===== src/qtb_consts.svh =====
/*
 * shared constants of the quadrature timer block: register offsets, control
 * field positions, mode and edge codes, reset values.
 * assumes it is included once per compile unit via its guard.
 */
`ifndef QTB_CONSTS_SVH
`define QTB_CONSTS_SVH

// register offsets (word addresses on the plain register port)
`define QTB_ADDR_CORE_CTRL 4'h0
`define QTB_ADDR_CORE_CNT 4'h1
`define QTB_ADDR_AUXA_CTRL 4'h2
`define QTB_ADDR_AUXA_CNT 4'h3
`define QTB_ADDR_AUXB_CTRL 4'h4
`define QTB_ADDR_AUXB_CNT 4'h5
`define QTB_ADDR_IRQ_STAT 4'h6
`define QTB_ADDR_IRQ_MASK 4'h7

// control register layout, shared by all three timers; the auxiliaries keep only bits 0-8 and 10
`define QTB_F_EDGE_LO 0
`define QTB_F_EDGE_HI 2
`define QTB_F_MODE_LO 3
`define QTB_F_MODE_HI 5
`define QTB_F_RUN 6
`define QTB_F_DIRSW 7
`define QTB_F_EXTDIR 8
`define QTB_F_OTL 9
`define QTB_F_REMOTE 10
`define QTB_F_IRQEN 11
`define QTB_F_CHDIR 12
`define QTB_F_EDGEFLAG 13
`define QTB_F_RDIR 14

// mode codes
`define QTB_MODE_TIMER 3'h0
`define QTB_MODE_COUNTER 3'h1
`define QTB_MODE_GATED_LO 3'h2
`define QTB_MODE_GATED_HI 3'h3
`define QTB_MODE_ENC_ROT 3'h6
`define QTB_MODE_ENC_EDGE 3'h7

// edge select codes in encoder mode
`define QTB_ENC_STOP 3'h0
`define QTB_ENC_CNT 3'h1
`define QTB_ENC_DIR 3'h2
`define QTB_ENC_BOTH 3'h3

// interrupt status bits
`define QTB_IRQ_ENC 0
`define QTB_IRQ_COREOV 1
`define QTB_IRQ_AUXA 2
`define QTB_IRQ_AUXB 3

// reset values and misc
`define QTB_CTRL_RST 16'h0000
`define QTB_CNT_RST 16'h0000
`define QTB_IRQ_RST 4'h0
`define QTB_PRESCALE_BASE 8

`endif


===== src/qtb_pkg.sv =====
/*
 * types of the quadrature timer block.
 * assumes qtb_consts.svh is compiled alongside.
 */
package qtb_pkg;
    // register port request
    typedef struct packed {
        logic [3:0] addr;
        logic [15:0] wdata;
        logic wr;
        logic rd;
    } qtb_req_t;

    // pin group of the timer block
    typedef struct packed {
        logic coreCountInput;
        logic coreDirectionInput;
        logic auxACountInput;
        logic auxBCountInput;
    } qtb_pins_t;
endpackage : qtb_pkg


===== src/qtb_quadrature_timer.sv =====
/*
 * quadrature timer block: one core timer with timer, gated, counter and
 * encoder modes, two auxiliary timers with the same modes plus counting on
 * the core overflow toggle latch, an interrupt status/mask pair.
 * assumes a single 25 MHz clock, pins asynchronous to it, and software that
 * drives the plain register port one strobe at a time.
 */
// The plain strobed port and the address map are this design's own decisions.
`include "qtb_consts.svh"

//
// Contract
// - modes 110/111 select encoder operation
// - count on selected phase edges, 2x/4x
// - edge select stopped, count, direction, both
// - rotation variant interrupts on direction change
// - edge variant interrupts on each count
// - encoder interrupts need encoder irq enable
// - control shows direction, changed, edge flags
// - direction from edge and other level
// - auxiliaries share timer, gated, counter, encoder modes
// - common fields share bit positions everywhere
// - remote run follows core run bit
// - no toggle latch on auxiliaries
// - aux edge select own input or latch
// - latch toggles on core wrap, software writable
// - only wrap toggles clock auxiliaries
// - all three are 16-bit up/down counters
module qtb_quadrature_timer #(
    parameter int CNT_W = 16
) (
    // clock and reset
    input wire logic mclk,
    input wire logic rst,
    // register port
    input wire qtb_pkg::qtb_req_t busReq,
    output logic [15:0] busRdata,
    // pins
    input wire qtb_pkg::qtb_pins_t pins,
    // interrupt and toggle latch
    output logic irqOut,
    output logic toggleLatchOut
);
    import qtb_pkg::*;

    // counters, flags and the read mux are laid out for 16-bit words only
    if (CNT_W != 16) begin : gBadWidth
        $error("CNT_W must be 16");
    end

    // two-flop synchronisers plus one sample stage for edge detection
    logic [3:0] syncA_ff, syncB_ff, prev_ff;
    always_ff @(posedge mclk or posedge rst) begin
        if (rst) begin
            syncA_ff <= 4'h0;
            syncB_ff <= 4'h0;
            prev_ff <= 4'h0;
        end else begin
            syncA_ff <= pins;
            syncB_ff <= syncA_ff;
            prev_ff <= syncB_ff;
        end
    end
    wire [3:0] rise = syncB_ff & ~prev_ff;
    wire [3:0] fall = ~syncB_ff & prev_ff;
    wire cinLvl = syncB_ff[3];
    wire dinLvl = syncB_ff[2];

    // control and count registers
    logic [15:0] coreCtrl_ff, auxCtrl_ff [2];
    logic [15:0] coreCnt_ff, auxCnt_ff [2];
    logic [3:0] irqStat_ff, irqMask_ff;
    logic [15:0] busRdata_ff;
    logic irqOut_ff;

    // prescaler shared by all timers, base divide by eight
    logic [10:0] preCnt_ff;
    always_ff @(posedge mclk or posedge rst) begin
        if (rst) preCnt_ff <= 11'h000;
        else preCnt_ff <= preCnt_ff + 11'h001;
    end

    // tick from a timer's edge field: base 8 times 2 to the field
    function automatic logic preTick(input logic [2:0] sel, input logic [10:0] pc, input logic [10:0] ppc);
        logic [3:0] b;
        b = 4'(sel) + 4'h2;
        preTick = pc[b] & ~ppc[b];
    endfunction
    logic [10:0] preCntPrev_ff;
    always_ff @(posedge mclk or posedge rst) begin
        if (rst) preCntPrev_ff <= 11'h000;
        else preCntPrev_ff <= preCnt_ff;
    end

    // core decode
    wire [2:0] coreMode = coreCtrl_ff[`QTB_F_MODE_HI:`QTB_F_MODE_LO];
    wire [2:0] coreSel = coreCtrl_ff[`QTB_F_EDGE_HI:`QTB_F_EDGE_LO];
    wire coreRun = coreCtrl_ff[`QTB_F_RUN];
    wire coreEnc = (coreMode == `QTB_MODE_ENC_ROT) || (coreMode == `QTB_MODE_ENC_EDGE);
    wire cinEdge = rise[3] | fall[3];
    wire dinEdge = rise[2] | fall[2];
    // phase transition selection in encoder mode
    wire encHit = coreSel == `QTB_ENC_CNT ? cinEdge :
                  coreSel == `QTB_ENC_DIR ? dinEdge :
                  coreSel == `QTB_ENC_BOTH ? (cinEdge | dinEdge) : 1'b0;
    // direction from edge type and the other phase level; 1 means down
    wire encDown = cinEdge ? (rise[3] ? dinLvl : ~dinLvl) :
                   (rise[2] ? ~cinLvl : cinLvl);
    wire encCount = coreEnc && coreRun && encHit;
    // software or external direction for the other modes
    wire coreSwDown = coreCtrl_ff[`QTB_F_EXTDIR] ? (dinLvl ^ coreCtrl_ff[`QTB_F_DIRSW])
                                                 : coreCtrl_ff[`QTB_F_DIRSW];

    // generic count enable for non-encoder modes of any timer
    function automatic logic modeTick(input logic [2:0] mode, input logic [2:0] sel, input logic run,
                                      input logic inLvl, input logic inRise, input logic inFall,
                                      input logic tick);
        unique case (mode)
            `QTB_MODE_TIMER: modeTick = run & tick;
            `QTB_MODE_GATED_LO: modeTick = run & tick & ~inLvl;
            `QTB_MODE_GATED_HI: modeTick = run & tick & inLvl;
            `QTB_MODE_COUNTER: modeTick = run & ((sel[0] & inRise) | (sel[1] & inFall));
            default: modeTick = 1'b0;
        endcase
    endfunction
    wire coreTick = preTick(coreSel, preCnt_ff, preCntPrev_ff);
    wire coreStep = coreEnc ? encCount :
                    modeTick(coreMode, coreSel, coreRun, cinLvl, rise[3], fall[3], coreTick);
    wire coreDown = coreEnc ? encDown : coreSwDown;
    wire coreWrap = coreStep && (coreDown ? (coreCnt_ff == 16'h0000) : (coreCnt_ff == 16'hFFFF));

    // encoder flags
    wire dirChange = encCount && (encDown != coreCtrl_ff[`QTB_F_RDIR]);
    wire encIrqEv = coreCtrl_ff[`QTB_F_IRQEN] &&
                    ((coreMode == `QTB_MODE_ENC_ROT && dirChange) ||
                     (coreMode == `QTB_MODE_ENC_EDGE && encCount));

    // register write decode
    wire wrCoreCtrl = busReq.wr && busReq.addr == `QTB_ADDR_CORE_CTRL;
    wire wrCoreCnt = busReq.wr && busReq.addr == `QTB_ADDR_CORE_CNT;
    wire wrStat = busReq.wr && busReq.addr == `QTB_ADDR_IRQ_STAT;
    wire wrMask = busReq.wr && busReq.addr == `QTB_ADDR_IRQ_MASK;

    // core control: software fields, hardware flags win over writes
    logic [15:0] nxt_coreCtrl;
    always_comb begin
        nxt_coreCtrl = coreCtrl_ff;
        if (wrCoreCtrl) nxt_coreCtrl = busReq.wdata;
        nxt_coreCtrl[15] = 1'b0;
        if (coreWrap) nxt_coreCtrl[`QTB_F_OTL] = ~coreCtrl_ff[`QTB_F_OTL];
        if (encCount) nxt_coreCtrl[`QTB_F_RDIR] = encDown;
        if (dirChange) nxt_coreCtrl[`QTB_F_CHDIR] = 1'b1;
        if (encCount) nxt_coreCtrl[`QTB_F_EDGEFLAG] = 1'b1;
    end

    // core counter
    always_ff @(posedge mclk or posedge rst) begin
        if (rst) begin
            coreCtrl_ff <= `QTB_CTRL_RST;
            coreCnt_ff <= `QTB_CNT_RST;
        end else begin
            coreCtrl_ff <= nxt_coreCtrl;
            if (coreStep) coreCnt_ff <= coreDown ? coreCnt_ff - 16'h0001 : coreCnt_ff + 16'h0001;
            else if (wrCoreCnt) coreCnt_ff <= busReq.wdata;
        end
    end

    // latch transitions seen only from wraps, never from software writes
    wire otlRise = coreWrap && !coreCtrl_ff[`QTB_F_OTL];
    wire otlFall = coreWrap && coreCtrl_ff[`QTB_F_OTL];

    // auxiliary timers, identical, one loop
    logic [1:0] auxWrap;
    genvar g;
    generate
        for (g = 0; g < 2; g++) begin : gAux
            localparam logic [3:0] CTRL_A = g ? `QTB_ADDR_AUXB_CTRL : `QTB_ADDR_AUXA_CTRL;
            localparam logic [3:0] CNT_A = g ? `QTB_ADDR_AUXB_CNT : `QTB_ADDR_AUXA_CNT;
            localparam int PIN = 1 - g;
            wire [15:0] ctl = auxCtrl_ff[g];
            wire [2:0] mode = ctl[`QTB_F_MODE_HI:`QTB_F_MODE_LO];
            wire [2:0] sel = ctl[`QTB_F_EDGE_HI:`QTB_F_EDGE_LO];
            wire run = ctl[`QTB_F_REMOTE] ? coreRun : ctl[`QTB_F_RUN];
            wire inL = syncB_ff[PIN];
            // counter mode source picks own pin or the latch
            wire useOtl = sel[2] && mode == `QTB_MODE_COUNTER;
            wire r = useOtl ? otlRise : rise[PIN];
            wire f = useOtl ? otlFall : fall[PIN];
            // encoder mode reuses the core phase pair with the own edge field
            wire encH = sel == `QTB_ENC_CNT ? cinEdge :
                        sel == `QTB_ENC_DIR ? dinEdge :
                        sel == `QTB_ENC_BOTH ? (cinEdge | dinEdge) : 1'b0;
            wire isEnc = mode == `QTB_MODE_ENC_ROT || mode == `QTB_MODE_ENC_EDGE;
            wire step = isEnc ? (run & encH) :
                        modeTick(mode, sel, run, inL, r, f, preTick(sel, preCnt_ff, preCntPrev_ff));
            wire swDown = ctl[`QTB_F_EXTDIR] ? (inL ^ ctl[`QTB_F_DIRSW]) : ctl[`QTB_F_DIRSW];
            wire down = isEnc ? encDown : swDown;
            assign auxWrap[g] = step && (down ? (auxCnt_ff[g] == 16'h0000) : (auxCnt_ff[g] == 16'hFFFF));
            // latch and encoder flag bits are not kept here
            wire [15:0] wmask = ~(16'h0001 << `QTB_F_OTL) & 16'h07FF;
            always_ff @(posedge mclk or posedge rst) begin
                if (rst) begin
                    auxCtrl_ff[g] <= `QTB_CTRL_RST;
                    auxCnt_ff[g] <= `QTB_CNT_RST;
                end else begin
                    if (busReq.wr && busReq.addr == CTRL_A) auxCtrl_ff[g] <= busReq.wdata & wmask;
                    if (step) auxCnt_ff[g] <= down ? auxCnt_ff[g] - 16'h0001 : auxCnt_ff[g] + 16'h0001;
                    else if (busReq.wr && busReq.addr == CNT_A) auxCnt_ff[g] <= busReq.wdata;
                end
            end
        end
    endgenerate

    // sticky status: set wins over write-one-to-clear
    wire [3:0] irqEv = {auxWrap[1], auxWrap[0], coreWrap, encIrqEv};
    wire [3:0] nxt_irqStat = (irqStat_ff & ~(wrStat ? busReq.wdata[3:0] : 4'h0)) | irqEv;

    // read mux, unmapped reads return zero
    wire [15:0] rdMux = busReq.addr == `QTB_ADDR_CORE_CTRL ? coreCtrl_ff :
                        busReq.addr == `QTB_ADDR_CORE_CNT ? coreCnt_ff :
                        busReq.addr == `QTB_ADDR_AUXA_CTRL ? auxCtrl_ff[0] :
                        busReq.addr == `QTB_ADDR_AUXA_CNT ? auxCnt_ff[0] :
                        busReq.addr == `QTB_ADDR_AUXB_CTRL ? auxCtrl_ff[1] :
                        busReq.addr == `QTB_ADDR_AUXB_CNT ? auxCnt_ff[1] :
                        busReq.addr == `QTB_ADDR_IRQ_STAT ? {12'h000, irqStat_ff} :
                        busReq.addr == `QTB_ADDR_IRQ_MASK ? {12'h000, irqMask_ff} : 16'h0000;

    // status, mask, read data, interrupt line
    always_ff @(posedge mclk or posedge rst) begin
        if (rst) begin
            irqStat_ff <= `QTB_IRQ_RST;
            irqMask_ff <= `QTB_IRQ_RST;
            busRdata_ff <= 16'h0000;
            irqOut_ff <= 1'b0;
        end else begin
            irqStat_ff <= nxt_irqStat;
            if (wrMask) irqMask_ff <= busReq.wdata[3:0];
            busRdata_ff <= busReq.rd ? rdMux : 16'h0000;
            irqOut_ff <= |(nxt_irqStat & (wrMask ? busReq.wdata[3:0] : irqMask_ff));
        end
    end

    assign busRdata = busRdata_ff;
    assign irqOut = irqOut_ff;
    assign toggleLatchOut = coreCtrl_ff[`QTB_F_OTL];
endmodule : qtb_quadrature_timer


===== config.mk =====
export PLATFORM = sky130hd
export DESIGN_NAME = qtb_quadrature_timer
export DESIGN_NICKNAME = d
export VERILOG_FILES = /design/src/qtb_pkg.sv /design/src/qtb_quadrature_timer.sv
export VERILOG_INCLUDE_DIRS = /design/src
export SDC_FILE = /design/constraint.sdc
export NUM_CORES = 1
export LEC_CHECK = 0
export ABC_CLOCK_PERIOD_IN_PS = 9700
export BUFFER_PORTS_ARGS = -buffer_cell sky130_fd_sc_hd__buf_4
export CORE_UTILIZATION = 60
export DETAILED_ROUTE_END_ITERATION = 8
export PLACE_DENSITY_LB_ADDON = 0.3
export SLEW_MARGIN = 20
export SYNTH_ARGS = -nofsm -noshare
export SYNTH_HDL_FRONTEND = slang
export SYNTH_SLANG_ARGS = --single-unit

===== constraint.sdc =====
create_clock -name mclk -period 9.7 [get_ports mclk]
set_input_delay 0.97 -clock mclk [delete_from_list [all_inputs] [get_ports mclk]]
set_output_delay 0.97 -clock mclk [all_outputs]
set_load 0.03 [all_outputs]

* Word-level counts from Yosys, hierarchy flattened *
Cells that the tools add are included.

word-level totals
  input port bits = 28
  flip-flop bits (word level) = 142
  output and inout port bits = 18

operators by class
  bitwise gates (word level) = 48
  add/subtract/negate cells = 10
  reduce and logical (&&, ||, !) cells = 40
  magnitude comparators = 3
  eq/ne operators = 35
  muxes and demuxes = 70

operator list
  operator                                                                       number
  16-bit two-way mux                                                             16
  16-bit by 1-bit adder with 16-bit output (second input constant)               3
  16-bit equality test (second input constant)                                   3
  16-bit zero test                                                               3
  16-bit by 1-bit subtractor with 16-bit output (second input constant)          3
  1-bit two-way mux                                                              40
  3-bit by 2-bit equality test with 1-bit output (second input constant)         12
  1-bit binary-select mux with 4-bit select                                      6
  1-bit bitwise AND                                                              23
  1-bit logical AND                                                              21
  3-bit by 1-bit equality test with 1-bit output (second input constant)         6
  3-bit equality test (second input constant)                                    6
  4-bit bitwise AND                                                              4
  4-bit by 3-bit equality test with 1-bit output (second input constant)         4
  4-bit two-way mux                                                              4
  4-bit by 5-bit less-than comparator with 1-bit output (second input constant)  3
  15-bit two-way mux                                                             1
  3-bit by 2-bit adder with 4-bit output (second input constant)                 3
  4-bit inverter                                                                 3
  1-bit one-hot mux with 4 select lines                                          3
  2-bit nonzero test                                                             6
  11-bit by 1-bit adder with 11-bit output (second input constant)               1
  3-bit zero test                                                                3
  4-bit by 2-bit equality test with 1-bit output (second input constant)         2
  10 further kinds                                                               27

* Depth between registers and ports, before layout *
  depth in word-level cells = 21
  gate-level depth with buffers = 14
  depth with buffers taken out = 14

* Worst setup path after synthesis *
OpenSTA, ideal clock, no wires.

  kind = reg2reg
  start = register syncB_ff[3]
  end = register auxCnt_ff[31] (netlist bit)
  required time = 9.576 ns
  arrival = 4.213 ns
  setup time = 0.124 ns
  path slack = 5.364 ns
  stages on the path, launching flop included = 15
  clock period less this slack = 4.336 ns
  buffers on the path = 0
  cell sequence = dfrtp_1 > inv_1 > ha_1 > inv_1 > mux2i_4 > o21ai_0 > ha_1 > a211o_1 > a2111oi_0 > o31ai_1 > nor4_1 > o41ai_1 > nor2_1 > xnor2_1 > o21ai_1

on the way
  word-level cells in the longest chain between the ends = 18
  elaborated cells on any way between the ends = 42
  those cells by class = mux (20); bitwise (17); reduce/logical (5)

ends and longest elaborated chain
  item                                                             RTL line                                                  text
  start, declared                                                  qtb_quadrature_timer.sv:52                                logic [3:0] syncA_ff, syncB_ff, prev_ff;
  start signal, assigned                                           qtb_quadrature_timer.sv:60                                syncB_ff <= syncA_ff;
  4-bit inverter                                                   qtb_quadrature_timer.sv:65                                wire [3:0] fall = ~syncB_ff & prev_ff;
  4-bit bitwise AND                                                qtb_quadrature_timer.sv:65
  1-bit OR                                                         qtb_quadrature_timer.sv:100                               wire cinEdge = rise[3] | fall[3];
  1-bit OR                                                         qtb_quadrature_timer.sv:105, qtb_quadrature_timer.sv:192
  1-bit two-way mux                                                qtb_quadrature_timer.sv:105                               coreSel == `QTB_ENC_BOTH ? (cinEdge | dinEdge) : 1'b0;
  1-bit two-way mux                                                qtb_quadrature_timer.sv:104                               coreSel == `QTB_ENC_DIR ? dinEdge :
  1-bit two-way mux                                                qtb_quadrature_timer.sv:103                               wire encHit = coreSel == `QTB_ENC_CNT ? cinEdge :
  1-bit logical AND                                                qtb_quadrature_timer.sv:109                               wire encCount = coreEnc && coreRun && encHit;
  [... 2 more ...]                                                 n/a
  1-bit logical AND (on tied branches)                             qtb_quadrature_timer.sv:169, qtb_quadrature_timer.sv:170
  1-bit two-way mux (on tied branches)                             qtb_quadrature_timer.sv:187, qtb_quadrature_timer.sv:188
  1-bit bitwise AND                                                qtb_quadrature_timer.sv:122                               `QTB_MODE_COUNTER: modeTick = run & ((sel[0] & inRise) | (sel[1] & inFall));
  1-bit OR                                                         qtb_quadrature_timer.sv:122
  1-bit bitwise AND                                                qtb_quadrature_timer.sv:122
  1-bit one-hot mux with 4 select lines                            qtb_quadrature_timer.sv:118                               unique case (mode)
  1-bit two-way mux                                                qtb_quadrature_timer.sv:194                               wire step = isEnc ? (run & encH) :
  16-bit two-way mux / 2-bit nonzero test (equally long branches)  n/a
  end signal, assigned by index                                    qtb_quadrature_timer.sv:204                               auxCnt_ff[g] <= `QTB_CNT_RST;
  end signal, assigned by index                                    qtb_quadrature_timer.sv:207                               if (step) auxCnt_ff[g] <= down ? auxCnt_ff[g] - 16'h0001 : auxCnt_ff[g] + 16'h0001;
  end signal, assigned by index                                    qtb_quadrature_timer.sv:208                               else if (busReq.wr && busReq.addr == CNT_A) auxCnt_ff[g] <= busReq.wdata;
  end, declared                                                    qtb_quadrature_timer.sv:71                                logic [15:0] coreCnt_ff, auxCnt_ff [2];

Parallel ways exist; a longest one is shown, timed or not.
A chain may end at the register's enable or synchronous reset.

* Worst setup path in the final report *
  start = register syncB_ff[3]
  end = register auxCnt_ff[15] (netlist bit)

The elaborated chain is that of the path after synthesis.

==> results.ini <==
[outcome]
outcome = finished, violations left
violations = design-rule violations

[cts]
cts_resized = 0
ctsHtreeMaxLevel = 4
hold_buffers = 0
postCtsSetupBuffers = 0
clkSinkCount = 142
cts-root-buf = clkbuf_16
clk_path_buf_depth = 2
cts_tree = yes
clkLatencyLatePin_ns = 0.44
numCtsBuffers = 17
path_clk_slew_ns = 0.06

[route]
detail-route-antenna-nets = 0
via_count = 7592
firstDrtPassIters = 8
avgViaCountPerCell = 6.65
wl_per_cell_um = 21.5
first_iter_violations = 858
drt-total-wl_mm = 24.5
drc_errors = 2

[final_layout]
final_cells = 1142
regArea_um2 = 3550
multi_input_area_um2 = 5340
utilization_pct = 69.7
num-fill-cells = 1121
diodes = 0
area_growth_pct = 12.3
final_cell_mix = dfrtp_1, a21oi_1, nand2_1, nor2_1, buf_4
final_nets = 1025
layout-drive-gt1-share_pct = 17.5
mostFrequentLayoutCell = dfrtp_1

[worst_setup_path]
cp.arrival_ns = 4.46
cpPeakStageDelay_ns = 0.41
crit_type = flop to flop
slowest_stage = dfrtp_1
crit_path_end_kind = flop
r2r_cells = 15
path_cells = inv_1, ha_1, inv_1, mux2i_4, o21ai_1, buf_4, ha_1, or3_4, or2_0, a311o_1, a21oi_2, o21ai_2, o41ai_4, mux2_2, a211o_1
start_kind = flop
cp.required_ns = 10.02
cp_max_fo = 19

[floorplan]
die_area_um2 = 15700
core_region_area_um2 = 14700
die_x_um = 125
die_h_um = 125
pin_count = 46
fp-row-count = 44
initial_core_util_pct = 62.1

[global_routing]
grt-ovfl-total = 0
grt.total_usage_pct = 32.8
grt_pass1_vias = 7376
grt_max_degree = 76
antenna_found_initial = 0
top_usage_layer = met2
grt_use_met3_pct = 8.86
grt_pass1_wl_mm = 39.5
use_met2_pct = 51.8
use_met1_pct = 43.6

[timing]
rsz0062_at_grt = false
setup_viol = 0
fin_crit_ns = 4.14
final_critical_path_setup_slack_ns = 5.56
tns_ns = 0
hold_violations = 0
final.period_utilization_pct = 42.7
drv_slew = 0
clock.fmax_ghz = 0.241
slew_headroom_pct = 32.9
worst_pin_slew_ns = 0.999
finClkSkew_ns = 0.0127

[synth]
synth_flop_cell = dfrtp_1
synth_area_leaders = dfrtp_1, ha_1, mux2_2
ys_warn_count = 0
synthesis.nets = 984
yosysSeqAreaShare_pct = 39.0
synthDistinctLibCells = 80
synth-edff-count = 0
syn_inst = 904
synth_top_cell_area_share_pct = 39.0
yosysTopAreaCell = dfrtp_1
synth.cell_area_um2 = 9120
synthArstFlopShare_pct = 100
synth-seq-cells = 142
avgSynthCellArea_um2 = 10.1

[power]
ir_worst_vdd_mv = 0.214
p_leak_nw = 4.51
power.density_nw_per_um2 = 320
finalPower_w = 0.00328

[placement]
io_buffers = 45
dp_worst_setup_slack_ns = 5.63
dp_hpwl_mm = 16.9
dpl.cell_count = 1110
gp_congestion = 0.943

[min_path]
hold_class = flop to flop
whs_path_depth = 0

[flow_run]
maxCapViolCount = 0

## flip-flops by register name, indices dropped and copies added (netlist names)
name and flops:
irqMask_ff 4, preCnt_ff 11, preCntPrev_ff 11, syncB_ff 4, busRdata 16, prev_ff 4, coreCtrl_ff 15, gAux.ctl 20
auxCnt_ff 32, coreCnt_ff 16, irqStat_ff 4, irqOut 1, syncA_ff 4
## cell usage after synthesis, drive strengths merged (12+ instances only)
cell type and number:
dfrtp 142, a21oi 66, nand2 58, nor2 55
o21ai 54, mux2 52, ha 49, mux2i 40
xnor2 35, inv 24, xor2 23, nor3 20
nand3 19, nand2b 18, nor4 17, buf 16
clkbuf 15, nand4 15, a211oi 12, and3 12
## worst paths after layout
check,start,endpoint,slack [ns]
setup / recovery,syncB_ff[3],auxCnt_ff[15],5.56
hold / removal,syncA_ff[0],syncB_ff[0],0.36
setup reg to reg,syncB_ff[3],auxCnt_ff[15],5.56
hold reg to reg,syncA_ff[0],syncB_ff[0],0.36
max in group asynchronous,rst,auxCnt_ff[21],7.71
min in group asynchronous,rst,preCnt_ff[6],0.63
## worst max-delay path, delay by kind of cell, from the launching register on
family,cells,cell delay (ns)
flops,1,0.41
buf+inv,3,0.43
simple gates,2,0.60
mux,2,0.74
compound gates,6,1.28
fa+ha+maj,2,0.57
## cell families after synthesis
kind of cell / synth area share, %
simple gates: 15.3
compound gates: 17.4
flops: 39.0
mux: 12.9
xor+xnor: 5.57
buf+inv: 2.51
fa+ha+maj: 7.38
## metrics by stage
| step | hold WS (ns) | instance area [um2] |
|---|---|---|
| after floorplan | 0.331 | 9120 |
| after global placement | 0.332 | 9620 |
| after detailed placement | 0.353 | 9620 |
| after CTS | 0.366 | 10200 |
| after global routing | 0.373 | 10200 |
| final | 0.364 | 10200 |
## final cells by class
class | instances | area share (%)
multi-input cells | 707 | 52.1
flip-flops and latches | 142 | 34.7
clock buffers | 19 | 4.32
repair buffers | 53 | 3.88
well taps | 184 | 2.25
clock inverters | 13 | 1.82
inverters | 24 | 0.928
## metal layers
layer	part of all wire [%]	wire [um]
met1	43	10500
met3	7.1	1740
met5	0	0
met2	47	11500
met4	2.9	705
## where the power goes
part	switching, W	total (W)	internal, W	leakage (nW)
combinational	0.000841	0.00157	0.000731	2.47
sequential	0.000262	0.00100	0.000742	1.73
clock	0.000266	0.000704	0.000438	0.308
(Power assumes the default switching activity.)
